File: src/hw/bcc_pkg.sv
// ============================================================
// Shared constants for the converter configuration bank
// ============================================================
package bcc_pkg;

	// ============================================================
	// Clock
	// ============================================================
	localparam int CLK_PERIOD_NS = 4;                  // Core clock period

	// ============================================================
	// Register map
	// ============================================================
	localparam logic [7:0] ADDR_SETPOINT     = 8'h00; // output_setpoint
	localparam logic [7:0] ADDR_CTRL_PRI     = 8'h01; // control_primary
	localparam logic [7:0] ADDR_CTRL_SEC     = 8'h02; // control_secondary
	localparam logic [7:0] ADDR_CTRL_TER     = 8'h03; // control_tertiary
	localparam logic [7:0] ADDR_EVENT        = 8'h04; // event_flags
	localparam logic [7:0] UNMAPPED_READ     = 8'h00; // Read value off the map

	// ============================================================
	// Field positions
	// ============================================================
	localparam int CP_SELF_RESET_BIT = 7;              // Self-reset trigger
	localparam int CP_SPREAD_BIT     = 6;              // spread_clock_enable
	localparam int CP_SWITCH_BIT     = 5;              // switching_enable
	localparam int CP_FPWM_BIT       = 4;              // forced_pwm_enable
	localparam int CP_DISCH_BIT      = 3;              // output_discharge_enable
	localparam int CP_HICCUP_BIT     = 2;              // hiccup_enable
	localparam int CP_RAMP_LSB       = 0;              // ramp_speed_select, 2 bits
	localparam int CS_PHASE_BIT      = 4;              // Follower clock phase
	localparam int CS_RANGE_LSB      = 2;              // setpoint_range_select, 2 bits
	localparam int CS_SST_LSB        = 0;              // softstart_time_select, 2 bits

	// ============================================================
	// Reset values
	// ============================================================
	localparam logic [7:0] SETPOINT_RESET = 8'h00;     // Before the pin sample
	localparam logic [7:0] CTRL_PRI_RESET = 8'h28;     // Switching and discharge on
	localparam logic [7:0] CTRL_SEC_RESET = 8'h0A;     // Range 10, soft-start 10
	localparam logic [7:0] CTRL_TER_RESET = 8'h00;     // All options off
	localparam logic [7:0] EVENT_RESET    = 8'h00;     // No events
	localparam logic [7:0] EVENT_MASK     = 8'h3F;     // Implemented event bits

	// ============================================================
	// Setpoint encoding, units of 0.25 mV
	// ============================================================
	localparam logic [12:0] BASE_QMV    = 13'h0640;    // 0.4 V
	localparam logic [12:0] STEP_QMV_R1 = 13'h0005;    // 1.25 mV
	localparam logic [12:0] STEP_QMV_R2 = 13'h000A;    // 2.5 mV
	localparam logic [12:0] STEP_QMV_R3 = 13'h0014;    // 5 mV
	localparam logic [1:0]  RANGE_FINE  = 2'h0;        // 1.25 mV steps
	localparam logic [1:0]  RANGE_MID   = 2'h1;        // 2.5 mV steps

	// ============================================================
	// Timing
	// ============================================================
	localparam int POWERDOWN_NS = 1000;                // Least power-down time
	localparam logic [7:0] POWERDOWN_CYC =
		8'((POWERDOWN_NS + CLK_PERIOD_NS - 1) / CLK_PERIOD_NS);
	localparam int SYNC_WINDOW_NS = 1000;              // Longest gap in a sync clock
	localparam logic [7:0] SYNC_WINDOW_CYC = 8'(SYNC_WINDOW_NS / CLK_PERIOD_NS);

	// ============================================================
	// Serial target
	// ============================================================
	localparam logic [6:0] DEV_ADDR_DEFAULT = 7'h2A;  // Arbitrary bus address
	localparam logic [3:0] BITS_PER_BYTE    = 4'h8;   // Bits before acknowledge

	// ============================================================
	// State types
	// ============================================================
	typedef enum logic [1:0] {
		SEQ_SAMPLE,
		SEQ_RUN,
		SEQ_DOWN
	} bcc_seq_t;

	typedef enum logic [2:0] {
		I2C_IDLE,
		I2C_ADDR,
		I2C_ACK_ADDR,
		I2C_WRITE,
		I2C_ACK_WRITE,
		I2C_READ,
		I2C_ACK_READ
	} bcc_i2c_t;

endpackage : bcc_pkg

File: src/hw/bcc_i2c_target.sv
`timescale 1ns/1ns
`default_nettype none
// ============================================================
// Serial bus target: byte engine with acknowledge
// ============================================================
module bcc_i2c_target
	import bcc_pkg::*;
(
	input  wire logic       i_core_clk,
	input  wire logic       i_rst,
	input  wire logic [6:0] i_dev_addr,
	input  wire logic       i_scl,
	input  wire logic       i_sda,
	input  wire logic [7:0] i_rd_data,
	output var  logic       o_sda_out,
	output var  logic       o_sda_oe,
	output var  logic       o_wr_strobe,
	output var  logic       o_wr_first,
	output var  logic [7:0] o_wr_data,
	output var  logic       o_rd_strobe
);

	// All state in one record
	typedef struct packed {
		bcc_i2c_t   state;     // Protocol phase
		logic       scl_q;     // Previous clock level
		logic       sda_q;     // Previous data level
		logic [3:0] bit_cnt;   // Bits in current byte
		logic [7:0] shift;     // Byte shifter
		logic       rw;        // Direction bit
		logic       first;     // Next written byte is the pointer
		logic       sda_oe;    // Pull data low
		logic       wr_strobe; // Byte committed
		logic       wr_first;  // Committed byte is the pointer
		logic [7:0] wr_data;   // Committed byte
		logic       rd_strobe; // Read byte loaded
	} bcc_i2c_state_t;

	localparam bcc_i2c_state_t RESET_STATE = '{
		state: I2C_IDLE, scl_q: 1'b1, sda_q: 1'b1, bit_cnt: 4'h0, shift: 8'h00, rw: 1'b0,
		first: 1'b0, sda_oe: 1'b0, wr_strobe: 1'b0, wr_first: 1'b0, wr_data: 8'h00, rd_strobe: 1'b0};

	bcc_i2c_state_t r_reg;  // Registered state
	bcc_i2c_state_t r_next; // Next state

	logic scl_rise;  // Clock rising
	logic scl_fall;  // Clock falling
	logic start_cnd; // Data falls while clock high
	logic stop_cnd;  // Data rises while clock high

	// ============================================================
	// Next-state logic
	// ============================================================
	always_comb begin
		scl_rise = i_scl & ~r_reg.scl_q;
		scl_fall = ~i_scl & r_reg.scl_q;
		start_cnd = r_reg.scl_q & i_scl & r_reg.sda_q & ~i_sda;
		stop_cnd = r_reg.scl_q & i_scl & ~r_reg.sda_q & i_sda;
		r_next = r_reg;
		r_next.scl_q = i_scl;
		r_next.sda_q = i_sda;
		r_next.wr_strobe = 1'b0;
		r_next.rd_strobe = 1'b0;
		if (start_cnd) begin
			// Start or repeated start
			r_next.state = I2C_ADDR;
			r_next.bit_cnt = 4'h0;
			r_next.sda_oe = 1'b0;
			r_next.first = 1'b1;
		end else if (stop_cnd) begin
			// Stop releases the bus
			r_next.state = I2C_IDLE;
			r_next.sda_oe = 1'b0;
		end else begin
			case (r_reg.state)
				I2C_ADDR, I2C_WRITE: begin
					// Shift in on rising clock
					if (scl_rise) begin
						r_next.shift = {r_reg.shift[6:0], i_sda};
						r_next.bit_cnt = r_reg.bit_cnt + 4'h1;
					end
					if (scl_fall && r_reg.bit_cnt == BITS_PER_BYTE) begin
						if (r_reg.state == I2C_WRITE) begin
							r_next.sda_oe = 1'b1;
							r_next.state = I2C_ACK_WRITE;
						end else if (r_reg.shift[7:1] == i_dev_addr) begin
							r_next.rw = r_reg.shift[0];
							r_next.sda_oe = 1'b1;
							r_next.state = I2C_ACK_ADDR;
						end else begin
							r_next.state = I2C_IDLE;
						end
					end
				end
				I2C_ACK_ADDR, I2C_ACK_READ: begin
					// Controller not-acknowledge ends a read
					if (r_reg.state == I2C_ACK_READ && scl_rise && i_sda) begin
						r_next.state = I2C_IDLE;
					end else if (scl_fall) begin
						r_next.bit_cnt = 4'h0;
						if (r_reg.state == I2C_ACK_READ || r_reg.rw) begin
							r_next.shift = i_rd_data;
							r_next.sda_oe = ~i_rd_data[7];
							r_next.rd_strobe = 1'b1;
							r_next.state = I2C_READ;
						end else begin
							r_next.sda_oe = 1'b0;
							r_next.state = I2C_WRITE;
						end
					end
				end
				I2C_ACK_WRITE: begin
					// Commit on the falling edge ending the acknowledge
					if (scl_fall) begin
						r_next.sda_oe = 1'b0;
						r_next.wr_strobe = 1'b1;
						r_next.wr_first = r_reg.first;
						r_next.wr_data = r_reg.shift;
						r_next.first = 1'b0;
						r_next.bit_cnt = 4'h0;
						r_next.state = I2C_WRITE;
					end
				end
				I2C_READ: begin
					// Shift out on falling clock
					if (scl_fall) begin
						r_next.bit_cnt = r_reg.bit_cnt + 4'h1;
						if (r_reg.bit_cnt == BITS_PER_BYTE - 4'h1) begin
							r_next.sda_oe = 1'b0;
							r_next.state = I2C_ACK_READ;
						end else begin
							r_next.shift = {r_reg.shift[6:0], 1'b0};
							r_next.sda_oe = ~r_reg.shift[6];
						end
					end
				end
				I2C_IDLE: begin
					r_next.sda_oe = 1'b0;
				end
				default: begin
					r_next.state = I2C_IDLE;
					r_next.sda_oe = 1'b0;
				end
			endcase
		end
	end

	// ============================================================
	// State register
	// ============================================================
	always_ff @(posedge i_core_clk or posedge i_rst) begin
		if (i_rst) begin
			r_reg <= RESET_STATE;
		end else begin
			r_reg <= r_next;
		end
	end

	assign o_sda_out = 1'b0;
	assign o_sda_oe = r_reg.sda_oe;
	assign o_wr_strobe = r_reg.wr_strobe;
	assign o_wr_first = r_reg.wr_first;
	assign o_wr_data = r_reg.wr_data;
	assign o_rd_strobe = r_reg.rd_strobe;

endmodule : bcc_i2c_target
`default_nettype wire

File: src/hw/bcc_config_regs.sv
`timescale 1ns/1ns
`default_nettype none
// ============================================================
// Converter configuration register bank
// ============================================================
module bcc_config_regs
	import bcc_pkg::*;
#(
	parameter logic       SPREAD_DEFAULT = 1'b0,            // Device option
	parameter logic [6:0] DEV_ADDR       = DEV_ADDR_DEFAULT // Bus address
) (
	input  wire logic        i_core_clk,
	input  wire logic        i_rst,
	input  wire logic        i_scl,
	input  wire logic        i_sda,
	output var  logic        o_sda_out,
	output var  logic        o_sda_oe,
	input  wire logic [7:0]  i_setpoint_select_pin,
	input  wire logic        i_mode_sync,
	input  wire logic [5:0]  i_event_pulse,
	output var  logic [7:0]  o_output_setpoint_code,
	output var  logic [12:0] o_setpoint_qmv,
	output var  logic [1:0]  o_setpoint_range_select,
	output var  logic [1:0]  o_ramp_speed_select,
	output var  logic [1:0]  o_softstart_time_select,
	output var  logic        o_spread_clock_enable,
	output var  logic        o_switching_enable,
	output var  logic        o_forced_pwm_enable,
	output var  logic        o_output_discharge_enable,
	output var  logic        o_hiccup_enable,
	output var  logic        o_follower_phase_180,
	output var  logic [7:0]  o_control_tertiary,
	output var  logic        o_power_up,
	output var  logic        o_softstart_start
);

	// ============================================================
	// State record
	// ============================================================
	typedef struct packed {
		bcc_seq_t    seq;         // Power sequence phase
		logic [7:0]  cnt;         // Power-down counter
		logic [7:0]  setpoint;    // output_setpoint
		logic [7:0]  ctrl_pri;    // control_primary, bit 7 never stored
		logic [7:0]  ctrl_sec;    // control_secondary
		logic [7:0]  ctrl_ter;    // control_tertiary
		logic [7:0]  events;      // event_flags
		logic [7:0]  pointer;     // Register pointer
		logic        mode_q;      // Previous mode pin level
		logic [7:0]  sync_cnt;    // Cycles left in the sync window
		logic [12:0] qmv;         // Decoded setpoint
		logic        forced_pwm;  // Effective forced PWM
		logic        switching;   // Effective switching
		logic        power_up;    // Power stage allowed
		logic        ss_start;    // Soft-start trigger
	} bcc_regs_t;

	localparam logic [7:0] PRI_RESET = CTRL_PRI_RESET | {1'b0, SPREAD_DEFAULT, 6'h00};

	localparam bcc_regs_t RESET_STATE = '{
		seq: SEQ_SAMPLE, cnt: 8'h00, setpoint: SETPOINT_RESET, ctrl_pri: PRI_RESET,
		ctrl_sec: CTRL_SEC_RESET, ctrl_ter: CTRL_TER_RESET, events: EVENT_RESET,
		pointer: 8'h00, mode_q: 1'b0, sync_cnt: 8'h00, qmv: BASE_QMV, forced_pwm: 1'b0,
		switching: 1'b0, power_up: 1'b0, ss_start: 1'b0};

	bcc_regs_t   r_reg;     // Registered state
	bcc_regs_t   r_next;    // Next state
	logic [7:0]  rd_data;   // Byte offered to the bus
	logic        wr_strobe; // Committed write
	logic        wr_first;  // Committed byte is the pointer
	logic [7:0]  wr_data;   // Committed byte
	logic        rd_strobe; // Read byte taken
	logic [12:0] step_qmv;  // Step of current range

	// ============================================================
	// Serial target
	// ============================================================
	bcc_i2c_target u_target (
		.i_core_clk  (i_core_clk),
		.i_rst       (i_rst),
		.i_dev_addr  (DEV_ADDR),
		.i_scl       (i_scl),
		.i_sda       (i_sda),
		.i_rd_data   (rd_data),
		.o_sda_out   (o_sda_out),
		.o_sda_oe    (o_sda_oe),
		.o_wr_strobe (wr_strobe),
		.o_wr_first  (wr_first),
		.o_wr_data   (wr_data),
		.o_rd_strobe (rd_strobe)
	);

	// ============================================================
	// Read multiplexer
	// ============================================================
	always_comb begin
		case (r_reg.pointer)
			ADDR_SETPOINT: rd_data = r_reg.setpoint;
			ADDR_CTRL_PRI: rd_data = {1'b0, r_reg.ctrl_pri[6:0]};
			ADDR_CTRL_SEC: rd_data = r_reg.ctrl_sec;
			ADDR_CTRL_TER: rd_data = r_reg.ctrl_ter;
			ADDR_EVENT:    rd_data = r_reg.events;
			default:       rd_data = UNMAPPED_READ;
		endcase
	end

	// ============================================================
	// Next-state logic
	// ============================================================
	always_comb begin
		r_next = r_reg;
		r_next.ss_start = 1'b0;
		r_next.mode_q = i_mode_sync;
		// Sync clock seen while edges keep arriving
		if (i_mode_sync != r_reg.mode_q) begin
			r_next.sync_cnt = SYNC_WINDOW_CYC;
		end else if (r_reg.sync_cnt != 8'h00) begin
			r_next.sync_cnt = r_reg.sync_cnt - 8'h01;
		end
		// Reads advance the pointer; reading events clears them
		if (rd_strobe) begin
			r_next.pointer = r_reg.pointer + 8'h01;
			if (r_reg.pointer == ADDR_EVENT) begin
				r_next.events = EVENT_RESET;
			end
		end
		// New events win over a clear in the same cycle
		r_next.events = (r_next.events | {2'b00, i_event_pulse}) & EVENT_MASK;
		case (r_reg.seq)
			SEQ_SAMPLE: begin
				// Pins sampled after reset release
				r_next.setpoint = i_setpoint_select_pin;
				r_next.power_up = 1'b1;
				r_next.ss_start = 1'b1;
				r_next.seq = SEQ_RUN;
			end
			SEQ_RUN: begin
				if (wr_strobe && wr_first) begin
					// First byte sets the pointer
					r_next.pointer = wr_data;
				end else if (wr_strobe) begin
					r_next.pointer = r_reg.pointer + 8'h01;
					case (r_reg.pointer)
						ADDR_SETPOINT: r_next.setpoint = wr_data;
						ADDR_CTRL_PRI: begin
							if (wr_data[CP_SELF_RESET_BIT]) begin
								// Self-reset: defaults, then power down
								r_next = RESET_STATE;
								r_next.mode_q = i_mode_sync;
								r_next.events = {2'b00, i_event_pulse} & EVENT_MASK;
								r_next.seq = SEQ_DOWN;
								r_next.cnt = POWERDOWN_CYC;
							end else begin
								r_next.ctrl_pri = {1'b0, wr_data[6:0]};
							end
						end
						ADDR_CTRL_SEC: r_next.ctrl_sec = wr_data;
						ADDR_CTRL_TER: r_next.ctrl_ter = wr_data;
						default: r_next.pointer = r_reg.pointer + 8'h01;
					endcase
				end
			end
			SEQ_DOWN: begin
				// Power stage held off, bus writes ignored
				r_next.power_up = 1'b0;
				r_next.cnt = r_reg.cnt - 8'h01;
				if (r_reg.cnt == 8'h01) begin
					r_next.seq = SEQ_SAMPLE;
				end
			end
			default: begin
				r_next.seq = SEQ_SAMPLE;
			end
		endcase
		// Decoded outputs registered from the next register values
		r_next.forced_pwm = r_next.ctrl_pri[CP_FPWM_BIT] | i_mode_sync | (r_next.sync_cnt != 8'h00);
		r_next.switching = r_next.ctrl_pri[CP_SWITCH_BIT] & r_next.power_up;
		// Step of the range being loaded
		case (r_next.ctrl_sec[CS_RANGE_LSB +: 2])
			RANGE_FINE: step_qmv = STEP_QMV_R1;
			RANGE_MID:  step_qmv = STEP_QMV_R2;
			default:    step_qmv = STEP_QMV_R3;
		endcase
		r_next.qmv = BASE_QMV + 13'({5'h00, r_next.setpoint} * step_qmv);
	end

	// ============================================================
	// State register
	// ============================================================
	always_ff @(posedge i_core_clk or posedge i_rst) begin
		if (i_rst) begin
			r_reg <= RESET_STATE;
		end else begin
			r_reg <= r_next;
		end
	end

	// ============================================================
	// Outputs, all from the state record
	// ============================================================
	assign o_output_setpoint_code = r_reg.setpoint;
	assign o_setpoint_qmv = r_reg.qmv;
	assign o_setpoint_range_select = r_reg.ctrl_sec[CS_RANGE_LSB +: 2];
	assign o_ramp_speed_select = r_reg.ctrl_pri[CP_RAMP_LSB +: 2];
	assign o_softstart_time_select = r_reg.ctrl_sec[CS_SST_LSB +: 2];
	assign o_spread_clock_enable = r_reg.ctrl_pri[CP_SPREAD_BIT];
	assign o_switching_enable = r_reg.switching;
	assign o_forced_pwm_enable = r_reg.forced_pwm;
	assign o_output_discharge_enable = r_reg.ctrl_pri[CP_DISCH_BIT];
	assign o_hiccup_enable = r_reg.ctrl_pri[CP_HICCUP_BIT];
	assign o_follower_phase_180 = r_reg.ctrl_sec[CS_PHASE_BIT];
	assign o_control_tertiary = r_reg.ctrl_ter;
	assign o_power_up = r_reg.power_up;
	assign o_softstart_start = r_reg.ss_start;

endmodule : bcc_config_regs
`default_nettype wire

File: config.mk
export PLATFORM = sky130hd
export DESIGN_NAME = bcc_config_regs
export DESIGN_NICKNAME = d
export VERILOG_FILES = /design/src/hw/bcc_pkg.sv /design/src/hw/bcc_i2c_target.sv /design/src/hw/bcc_config_regs.sv
export SDC_FILE = /design/constraint.sdc
export NUM_CORES = 1
export LEC_CHECK = 0
export ABC_CLOCK_PERIOD_IN_PS = 6500
export BUFFER_PORTS_ARGS = -buffer_cell sky130_fd_sc_hd__buf_2
export CAP_MARGIN = 20
export CORE_AREA = 2 2 132 134
export CTS_CLUSTER_DIAMETER = 30
export DETAILED_ROUTE_END_ITERATION = 12
export DIE_AREA = 0 0 134 136
export REMOVE_ABC_BUFFERS = 1
export SLEW_MARGIN = 0
export SYNTH_ARGS = -nofsm -noshare
export SYNTH_HDL_FRONTEND = slang
export SYNTH_HIERARCHICAL = 1
export SYNTH_SLANG_ARGS = --single-unit
File: constraint.sdc
create_clock -name i_core_clk -period 6.5 [get_ports i_core_clk]
set_input_delay 0.975 -clock i_core_clk [delete_from_list [all_inputs] [get_ports i_core_clk]]
set_output_delay 0.975 -clock i_core_clk [all_outputs]
set_load 0.03 [all_outputs]
==> out/metrics.cfg, run 1 <==
[final_layout]
final_cell_mix = dfrtp_1, nand2_1, buf_2
final_common_cell = dfrtp_1
nets = 860
diodes = 0
n_fill_cell = 1563
final_area_um2 = 7940
areaGrowthSynthToFinish_pct = 7.42
largest_register_ffs = 38
drive_above_1_share_pct = 17.7

[grt]
grt_overflow_total = 0
grt_max_degree = 82
grt_antenna_before_repair = 0
grt_pass1_wl_um = 28900
grt_pass1_vias = 5690
gr-usage-all-layers_pct = 20.0

[setup_path]
critPathArrivalTime_ns = 6.12
startpoint_type = register
worstPathCellList = or4_4 > nor4_4 > o21ai_2 > a221o_1 > o221ai_1 > nor2_1 > fa_1 > inv_1 > fa_1 > fa_1 > inv_1 > ha_1 > a21oi_1 > nor2b_1 > o31a_1 > or4_1 > nand4_1 > or3b_2
crit_path_end_kind = register
path_common_cell = fa_1
worstSetupPathType = register to register
cp_max_fo = 8
slowest_stage = or4_4
rr_worst_depth = 18
slowest_delay_ns = 0.61
worstPathRequired_ns = 6.74

[synth]
syn_area_um2 = 7390
synthFlopType = dfrtp_1
synth_cells = 776
synth_edf_count = 0
ys_seq_elements = 112
yosys.cell_types.count = 81
synth-async-reset-ratio_pct = 100
synth_seq_area_share_pct = 38.1
ys_warn_count = 6
avgSynthCellArea_um2 = 9.52

[clocking]
cts_setup_buffers = 0
htree_levels = 3
tritoncts = built
cts_resized = 0
cts.path.max_buffers = 2
hold_buffers = 0
clkSinkCount = 112
clk_pin_slew_ns = 0.07
cts_root_buffer = clkbuf_16
clock_latency_ns = 0.36
cts-buffers-inserted = 9

[placed_design]
placed_area_um2 = 7570
portBuffers = 62
gp_congestion = 0.904
hpwl_um = 12900
dp_slack_ns = 0.634

[pwr]
total_power_mw = 1.67
p_leak_nw = 3.71
power.density_nw_per_um2 = 211
ir_worst_vdd_uv = 130

[sta]
slew_headroom_pct = 32.8
fin_skew_ns = 0.0131
hold_viol = 0
tns_ns = 0
setup_viol = 0
tightest_slew_ns = 1.00
fin_crit_sh_pct = 90.5
rsz0062_at_grt = no
whs_ns = 0.495
fin_ws_ns = 0.617
fmax_ghz = 0.170
drv_slew = 0
finalCriticalPeriod_ns = 5.88

[floorplanning]
coreArea_um2 = 16900
die_y_um = 136
die_area_um2 = 18200
die_x_um = 134
num_rows = 48
io_pins = 64
start_util_pct = 43.8

[routing]
drt-pass1-iter-count = 5
vias_per_cell = 5.58
antenna_left = 0
drt_iter0_markers = 361
wl_per_cell_um = 17.3
drc = 0
num_vias = 5673
wirelength_um = 17600

[min_path]
hold_depth = 1
hp-class = register to register

[outcome]
outcome = complete, no violations

[run]
cap_violations = 0

-- metrics by stage --
step / util [%] / cells
finish: 47.0 / 1017
global route: 47.0 / 1017
CTS: 46.9 / 1016
detailed placement: 44.9 / 1000
global placement: 44.9 / 1000
floorplan: - / 709
-- worst max-delay path, delay by kind of cell, from the launching register on --
family          cells  cell delay, ns
fa+ha+maj           4            1.89
buf+inv             2            0.13
simple gates        7            2.16
flops               1            0.42
compound gates      5            1.17
-- power breakdown --
group	total (mW)	switching (mW)	internal, mW
clock	0.628	0.273	0.354
sequential	0.785	0.0408	0.744
combinational	0.261	0.158	0.104
total	1.67	0.472	1.20
-- cell families (layout without fill, tap and decap cells) --
family / count (synthesis) / after routing / synth area share (%)
simple gates: 260 / 260 / 18.0
flops: 112 / 112 / 38.1
buf+inv: 134 / 145 / 9.36
fa+ha+maj: 54 / 54 / 11.1
xor+xnor: 34 / 34 / 4.03
other cells: 3 / 8 / 0.152
mux: 24 / 24 / 3.56
compound gates: 155 / 155 / 15.7
-- layout make-up --
cell class                      count  area [um^2]  area share (%)
Timing Repair Buffer               67          368            4.64
Tap cell                          225          282            3.55
Sequential cell                   112         2810            35.5
Inverter                           62          234            2.95
Clock buffer                       10          239            3.01
Multi-Input combinational cell    535         3900            49.2
Clock inverter                      6         98.8            1.25
-- layer usage --
metal	share of wire [%]	GRT usage [%]	vias to the layer above	wire, um
li1	-	-	2670	-
met1	46	27.4	2824	8070
met2	47	32.7	153	8340
met3	4.8	2.54	26	837
met4	1.9	7.27	0	340
met5	0	0	-	0
-- worst paths after layout --
check                                            from                       endpoint  slack (ns)
min in group asynchronous                       i_rst  u_target/o_sda_oe$_DFFE_PP0P_        0.70
worst min-delay path            r_reg[80]$_DFFE_PP0P_          r_reg[80]$_DFFE_PP0P_        0.50
worst max-delay path              r_reg[33]$_DFF_PP0_   o_setpoint_qmv[12]$_DFF_PP0_        0.62
worst max register to register    r_reg[33]$_DFF_PP0_   o_setpoint_qmv[12]$_DFF_PP0_        0.62
max in group asynchronous                       i_rst    o_setpoint_qmv[9]$_DFF_PP1_        5.12
worst min register to register  r_reg[80]$_DFFE_PP0P_          r_reg[80]$_DFFE_PP0P_        0.50
-- synth_stat cells (5+ instances only) --
cell      count  area, um^2
dfrtp_1     103        2580
nand2_1      83         312
inv_1        58         218
nor2_1       55         206
buf_4        48         360
ha_1         35         438
o21ai_0      35         175
a21oi_1      21         105
nand3_1      21         105
nor3_1       21         105
fa_1         19         380
xor2_1       18         158
clkbuf_1     17        63.8
mux2_2       17         191
xnor2_1      16         140
a22oi_1      15         113
nand2b_1     15        93.8
a22o_1       14         123
nor2b_1      12        75.1
and2_1       10        62.6
o22ai_1      10        62.6
dfstp_2       9         236
a21o_1        7        52.6
a211oi_1      6        45.0
buf_2         6        30.0
mux2i_1       6        60.1
nor4_1        5        31.3
No activity file was read; power rests on OpenSTA's default activity.
==> run 2, diff against run 1 <==
--- a/config.mk
+++ b/config.mk
@@ -5,13 +5,14 @@
 export SDC_FILE = /design/constraint.sdc
 export NUM_CORES = 1
 export LEC_CHECK = 0
+export ABC_AREA = 1
 export ABC_CLOCK_PERIOD_IN_PS = 6500
 export BUFFER_PORTS_ARGS = -buffer_cell sky130_fd_sc_hd__buf_2
 export CAP_MARGIN = 20
-export CORE_AREA = 2 2 132 134
+export CORE_AREA = 2 2 134 136
 export CTS_CLUSTER_DIAMETER = 30
 export DETAILED_ROUTE_END_ITERATION = 12
-export DIE_AREA = 0 0 134 136
+export DIE_AREA = 0 0 136 138
 export REMOVE_ABC_BUFFERS = 1
 export SLEW_MARGIN = 0
 export SYNTH_ARGS = -nofsm -noshare
==> run 2 against run 1 <==
  * Sequential cell count stayed put
  * Critical path type unchanged
  * Final area is 4.1% higher
  * Largest power group unchanged
  * Synthesized area is 4.1% higher
  * Die area is 3.0% higher
==> out/metrics.cfg, run 2 <==
[sta]
finalCriticalPeriod_ns = 4.96
tightest_slew_ns = 0.915
drv_slew = 0
fin_skew_ns = 0.00851
hold_viol = 0
rsz0062_at_grt = no
fin_crit_sh_pct = 76.4
slew_headroom_pct = 39.0
tns_ns = 0
fmax_ghz = 0.201
setup_viol = 0

[synth]
synth_edf_count = 0
synth_seq_area_share_pct = 36.6
synth-async-reset-ratio_pct = 100
ys_warn_count = 6
yosys.cell_types.count = 50
synth_area_leaders = dfrtp_1, nand2_1, inv_1, ha_1, fa_1
avgSynthCellArea_um2 = 7.96
synthFlopType = dfrtp_1
synth.top_cell.area_share_pct = 33.5
yosysTopAreaCell = dfrtp_1
syn_area_um2 = 7690
ys_seq_elements = 112
synth_cells = 966
synthTopCellsByCount = nand2_1, inv_1, dfrtp_1
yosysMostFrequentCell = nand2_1

[pwr]
total_power_mw = 1.79
ir_worst_vdd_uv = 124
power.density_nw_per_um2 = 216
p_leak_nw = 4.26

[setup_path]
cp_max_fo = 15
crit_path_end_kind = register
reg2reg_from = r_reg[27]$_DFF_PP0_
r2r_slack_ns = 1.54
worstSetupPathType = register to register
rr_worst_depth = 24
startpoint_type = register
critPathArrivalTime_ns = 5.25
r2r_end = o_setpoint_qmv[10]$_DFF_PP1_
crit_start = r_reg[27]$_DFF_PP0_
worstPathRequired_ns = 6.79

[final_layout]
drive_above_1_share_pct = 16.3
diodes = 0
final_cell_mix = nand2_1, inv_1, dfrtp_1
areaGrowthSynthToFinish_pct = 7.42
multi_input_area_um2 = 3930
final_common_cell = nand2_1
fin_cells = 1233
largest_register_ffs = 38
n_fill_cell = 1772
nets = 1072
regArea_um2 = 2810

[routing]
wirelength_um = 18600
antenna_left = 0
drc = 0
wl_met1_um = 8480
vias_per_cell = 5.04
dr.max_layer_used = met4
drt_iter0_markers = 353
drt-pass1-iter-count = 7
dr_wl_met3_um = 860
wl_met2_um = 8710
wl_per_cell_um = 15.1
num_vias = 6210

[grt]
grt_max_degree = 74
grt_antenna_before_repair = 0
gr-usage-all-layers_pct = 20.6
grt_pass1_wl_um = 30500
grt_pass1_vias = 6028
grt_overflow_total = 0

[floorplanning]
io_pins = 64
start_util_pct = 43.9
num_rows = 49
coreArea_um2 = 17500
die_y_um = 138
die_x_um = 136
die_area_um2 = 18800

[clocking]
cts_setup_buffers = 0
cts.path.max_buffers = 2
cts-buffers-inserted = 9
tritoncts = built
cts_resized = 0
htree_levels = 3
clock_latency_ns = 0.36
cts_root_buffer = clkbuf_16
clk_pin_slew_ns = 0.08
clkSinkCount = 112
hold_buffers = 0

[min_path]
hold_depth = 2
min_from = u_target/o_sda_oe$_DFFE_PP0P_
hp-class = register to register
worstHoldEndpoint = u_target/o_sda_oe$_DFFE_PP0P_

[placed_design]
portBuffers = 62
dp_cells = 1217
hpwl_um = 14600
gp_congestion = 0.912

[outcome]
outcome = complete, no violations

[run]
cap_violations = 0

## run 2: changes by cell type after synthesis, moves of 13 or more
cell	change
nand2_2	+16
mux2_2	-17
nor2_1	+15
nor3_1	-14
nand2_1	+141
a22o_1	-13
clkbuf_1	-15
nand2b_1	-15
inv_1	+85
o22ai_1	+16
nand3_1	+44
## run 2: per-layer routing
layer / global-route usage (%) / up-vias
met5: 0 / -
met4: 7.89 / 0
met3: 3.67 / 38
met2: 32.8 / 134
met1: 27.8 / 2918
li1: - / 3120
## run 2: final cells by class
| class | instances | area share [%] |
|---|---|---|
| clock buffer | 10 | 2.89 |
| tap | 229 | 3.47 |
| clock inverter | 6 | 0.939 |
| timing repair buffer | 64 | 3.94 |
| sequential | 112 | 34.1 |
| inverter | 154 | 7.07 |
| multi-input combinational | 658 | 47.6 |
## run 2: kinds of logic after synthesis
kind of cell | after synthesis | share of synthesized area, %
AOI/OAI and AO/OA | 135 | 11.1
DFF | 112 | 36.6
other | 3 | 0.146
buffers and inverters | 206 | 12.7
muxes | 4 | 0.521
adders and majority gates | 54 | 10.6
xor gates and xnor gates | 27 | 3.08
and+or+nand+nor | 425 | 25.2
## run 2: how the worst max path moves through the flow
stage	endpoint	slack, ns
6_report	o_setpoint_qmv[10]$_DFF_PP1_	1.54
3_3_place_gp	o_setpoint_qmv[10]$_DFF_PP1_	1.69
2_1_floorplan	o_setpoint_qmv[10]$_DFF_PP1_	2.03
4_1_cts	o_setpoint_qmv[10]$_DFF_PP1_	1.55
3_5_place_dp	o_setpoint_qmv[10]$_DFF_PP1_	1.57
5_1_grt	o_setpoint_qmv[10]$_DFF_PP1_	1.02
## run 2: per-stage QoR
step	setup slack, ns	area (um^2)	util, %	hold WS, ns
finish	1.54	8260	47.1	0.485
CTS	1.55	8260	47.1	0.493
global route	1.02	8260	47.1	0.517
global placement	1.69	7940	45.3	0.458
floorplan	2.03	7330	-	0.442
detailed placement	1.57	7940	45.3	0.459
## run 2: power breakdown
part | total (mW) | switching, mW | internal, mW
sequential | 0.819 | 0.0632 | 0.756
combinational | 0.380 | 0.242 | 0.138
clock | 0.587 | 0.272 | 0.314
## run 2: critical path: stages, from the launching register on
cell	delay, ns
dfrtp_1	0.41
inv_1	0.11
ha_1	0.18
nand2_2	0.07
nor2_4	0.35
inv_2	0.14
nand2_1	0.11
nand3_1	0.11
nand2_2	0.12
o21ai_4	0.08
nand2_4	0.16
inv_1	0.14
nor2_1	0.14
fa_1	0.45
fa_1	0.55
inv_1	0.05
fa_1	0.52
inv_1	0.04
ha_1	0.35
a21oi_1	0.15
o21ai_0	0.13
a21oi_1	0.21
nor2_1	0.06
nor2_1	0.12
xnor2_1	0.13
==> run 3, diff against run 2 <==
--- a/config.mk
+++ b/config.mk
@@ -5,14 +5,14 @@
 export SDC_FILE = /design/constraint.sdc
 export NUM_CORES = 1
 export LEC_CHECK = 0
-export ABC_AREA = 1
-export ABC_CLOCK_PERIOD_IN_PS = 6500
+export ABC_AREA = 0
+export ABC_CLOCK_PERIOD_IN_PS = 5100
 export BUFFER_PORTS_ARGS = -buffer_cell sky130_fd_sc_hd__buf_2
 export CAP_MARGIN = 20
-export CORE_AREA = 2 2 134 136
+export CORE_AREA = 2 2 132 134
 export CTS_CLUSTER_DIAMETER = 30
 export DETAILED_ROUTE_END_ITERATION = 12
-export DIE_AREA = 0 0 136 138
+export DIE_AREA = 0 0 134 136
 export REMOVE_ABC_BUFFERS = 1
 export SLEW_MARGIN = 0
 export SYNTH_ARGS = -nofsm -noshare
==> constraint.sdc (replaced) <==
create_clock -name i_core_clk -period 5.1 [get_ports i_core_clk]
set_input_delay 0.765 -clock i_core_clk [delete_from_list [all_inputs] [get_ports i_core_clk]]
set_output_delay 0.765 -clock i_core_clk [all_outputs]
set_load 0.03 [all_outputs]
==> run 3 against run 2 <==
  * Clock power grew 30%
  * Maximum frequency fell by 8.9%
  * Hold slack worse by 0.027 ns
  * Final cell count shrank 9.8%
  * The run now ends with negative setup slack left
==> out/metrics.cfg, run 3 (synthesized netlist as in run 1, its figures left out) <==
[grt]
gr-usage-all-layers_pct = 21.9
grt_pass1_wl_um = 31300
grt_pass1_vias = 5956
grt_antenna_before_repair = 1
grt_overflow_total = 0
grt_max_degree = 49

[routing]
vias_per_cell = 5.47
dr_wl_met3_um = 1130
drt-pass1-iter-count = 5
wl_met1_um = 8530
num_vias = 6078
wirelength_um = 19400
drt_iter0_markers = 506
wl_per_cell_um = 17.4
antenna_left = 0
wl_met2_um = 9170
drc = 0
dr.max_layer_used = met4

[clocking]
cts_root_buffer = clkbuf_16
cts.path.max_buffers = 2
clk_pin_slew_ns = 0.08
tritoncts = built
clock_latency_ns = 0.37
htree_levels = 3
cts-buffers-inserted = 9
hold_buffers = 0
clkSinkCount = 112

[floorplanning]
coreArea_um2 = 16900
die_y_um = 136
io_pins = 64
num_rows = 48
die_area_um2 = 18200
start_util_pct = 43.8
die_x_um = 134

[outcome]
outcome = complete, but fails checks
violations = negative setup slack

[setup_path]
slowest_stage = or4_4
worstPathRequired_ns = 5.35
worstPathCellList = or4_4 > buf_6 > nor4b_4 > buf_4 > a32oi_2 > buf_4 > nor2_4 > nor2_2 > fa_1 > inv_2 > fa_1 > fa_1 > inv_2 > ha_4 > a21oi_4 > nor2b_4 > o31a_1 > or4_4 > nand4_1 > or3b_4
rr_worst_depth = 20
reg2reg_from = r_reg[31]$_DFF_PP0_
critPathArrivalTime_ns = 5.70
slowest_delay_ns = 0.57
cp_max_fo = 4
crit_path_end_kind = register
r2r_slack_ns = -0.35
path_common_cell = fa_1
worstSetupPathType = register to register
r2r_end = o_setpoint_qmv[12]$_DFF_PP0_
cp-endpoint = o_setpoint_qmv[12]$_DFF_PP0_
crit_start = r_reg[31]$_DFF_PP0_
startpoint_type = register

[sta]
fin_skew_ns = 0.0176
setup_viol = 3
whs_ns = 0.458
slew_headroom_pct = 33.0
drv_slew = 0
finalCriticalPeriod_ns = 5.45
fin_crit_sh_pct = 107
tns_ns = -0.621
rsz0062_at_grt = yes
tightest_slew_ns = 0.997
fmax_ghz = 0.184
hold_viol = 0
fin_ws_ns = -0.349

[final_layout]
largest_register_ffs = 38
drive_above_1_share_pct = 30.2
final_area_um2 = 8850
areaGrowthSynthToFinish_pct = 19.8
nets = 954
final_common_cell = dfrtp_1
final_cell_mix = dfrtp_1, buf_4, nand2_1

[placed_design]
portBuffers = 62
hpwl_um = 14000
placed_area_um2 = 8130
gp_congestion = 0.900

[pwr]
power.density_nw_per_um2 = 244
p_leak_nw = 4.20
ir_worst_vdd_uv = 180

[run]
cap_violations = 0

[min_path]
hp-class = input pin to asynchronous set/reset pin

run 3: final cells by class:
class                           instances  area (um^2)
Antenna cell                            1         2.50
Timing Repair Buffer                  161         1070
Sequential cell                       112         2810
Multi-Input combinational cell        535         4130
Inverter                               62          236
Tap cell                              225          282
Clock inverter                          6         73.8
Clock buffer                           10          239
Fill cell                            1533         8030
run 3: per-stage QoR:
stage | util, % | power, mW | worst slack (ns) | cells
2_1_floorplan | - | 1.26 | -0.383 | 709
3_3_place_gp | 48.2 | 1.36 | -0.316 | 1074
3_5_place_dp | 48.2 | 1.37 | -0.433 | 1074
4_1_cts | 51.4 | 2.16 | -0.423 | 1105
5_1_grt | 52.4 | 2.25 | -0.493 | 1111
6_report | 52.4 | 2.16 | -0.349 | 1112
run 3: timing repair:
item                       in CTS  in global routing
pin swaps                      32                 26
buffers inserted               16                  7
setup endpoints to repair       3                  4
resized for setup              32                 24
run 3: power by group:
| group | total [mW] | leakage, nW | switching, mW | internal [mW] |
|---|---|---|---|---|
| sequential | 1.00 | 1.40 | 0.0522 | 0.948 |
| clock | 0.765 | 0.153 | 0.362 | 0.403 |
| combinational | 0.394 | 2.65 | 0.226 | 0.168 |
| total | 2.16 | 4.20 | 0.640 | 1.52 |
run 3: metal layers:
metal  GRT usage (%)  vias up
met1            29.1     2976
met3            4.14       37
met5               0        -
met2            35.2      215
met4            9.04        0
li1                -     2850
run 3: critical path, delay by kind of cell, from the launching register on:
kind | cells | cell delay, ns
flip-flops | 1 | 0.38
buffers and inverters | 5 | 0.61
adder cells (fa/ha/maj) | 4 | 1.74
AND/OR/NAND/NOR | 8 | 2.10
AO/OA/AOI/OAI | 3 | 0.50
run 3: worst min path at each step:
stage,from,endpoint,slack (ns),depth (start not counted)
floorplan,r_reg[80]$_DFFE_PP0P_,r_reg[80]$_DFFE_PP0P_,0.44,1
global placement,r_reg[80]$_DFFE_PP0P_,r_reg[80]$_DFFE_PP0P_,0.46,1
detailed placement,r_reg[38]$_DFF_PP0_,r_reg[38]$_DFF_PP0_,0.48,1
CTS,i_rst,r_reg[27]$_DFF_PP0_,0.48,2
global route,i_rst,r_reg[62]$_DFF_PP0_,0.51,2
finish,i_rst,r_reg[27]$_DFF_PP0_,0.46,2
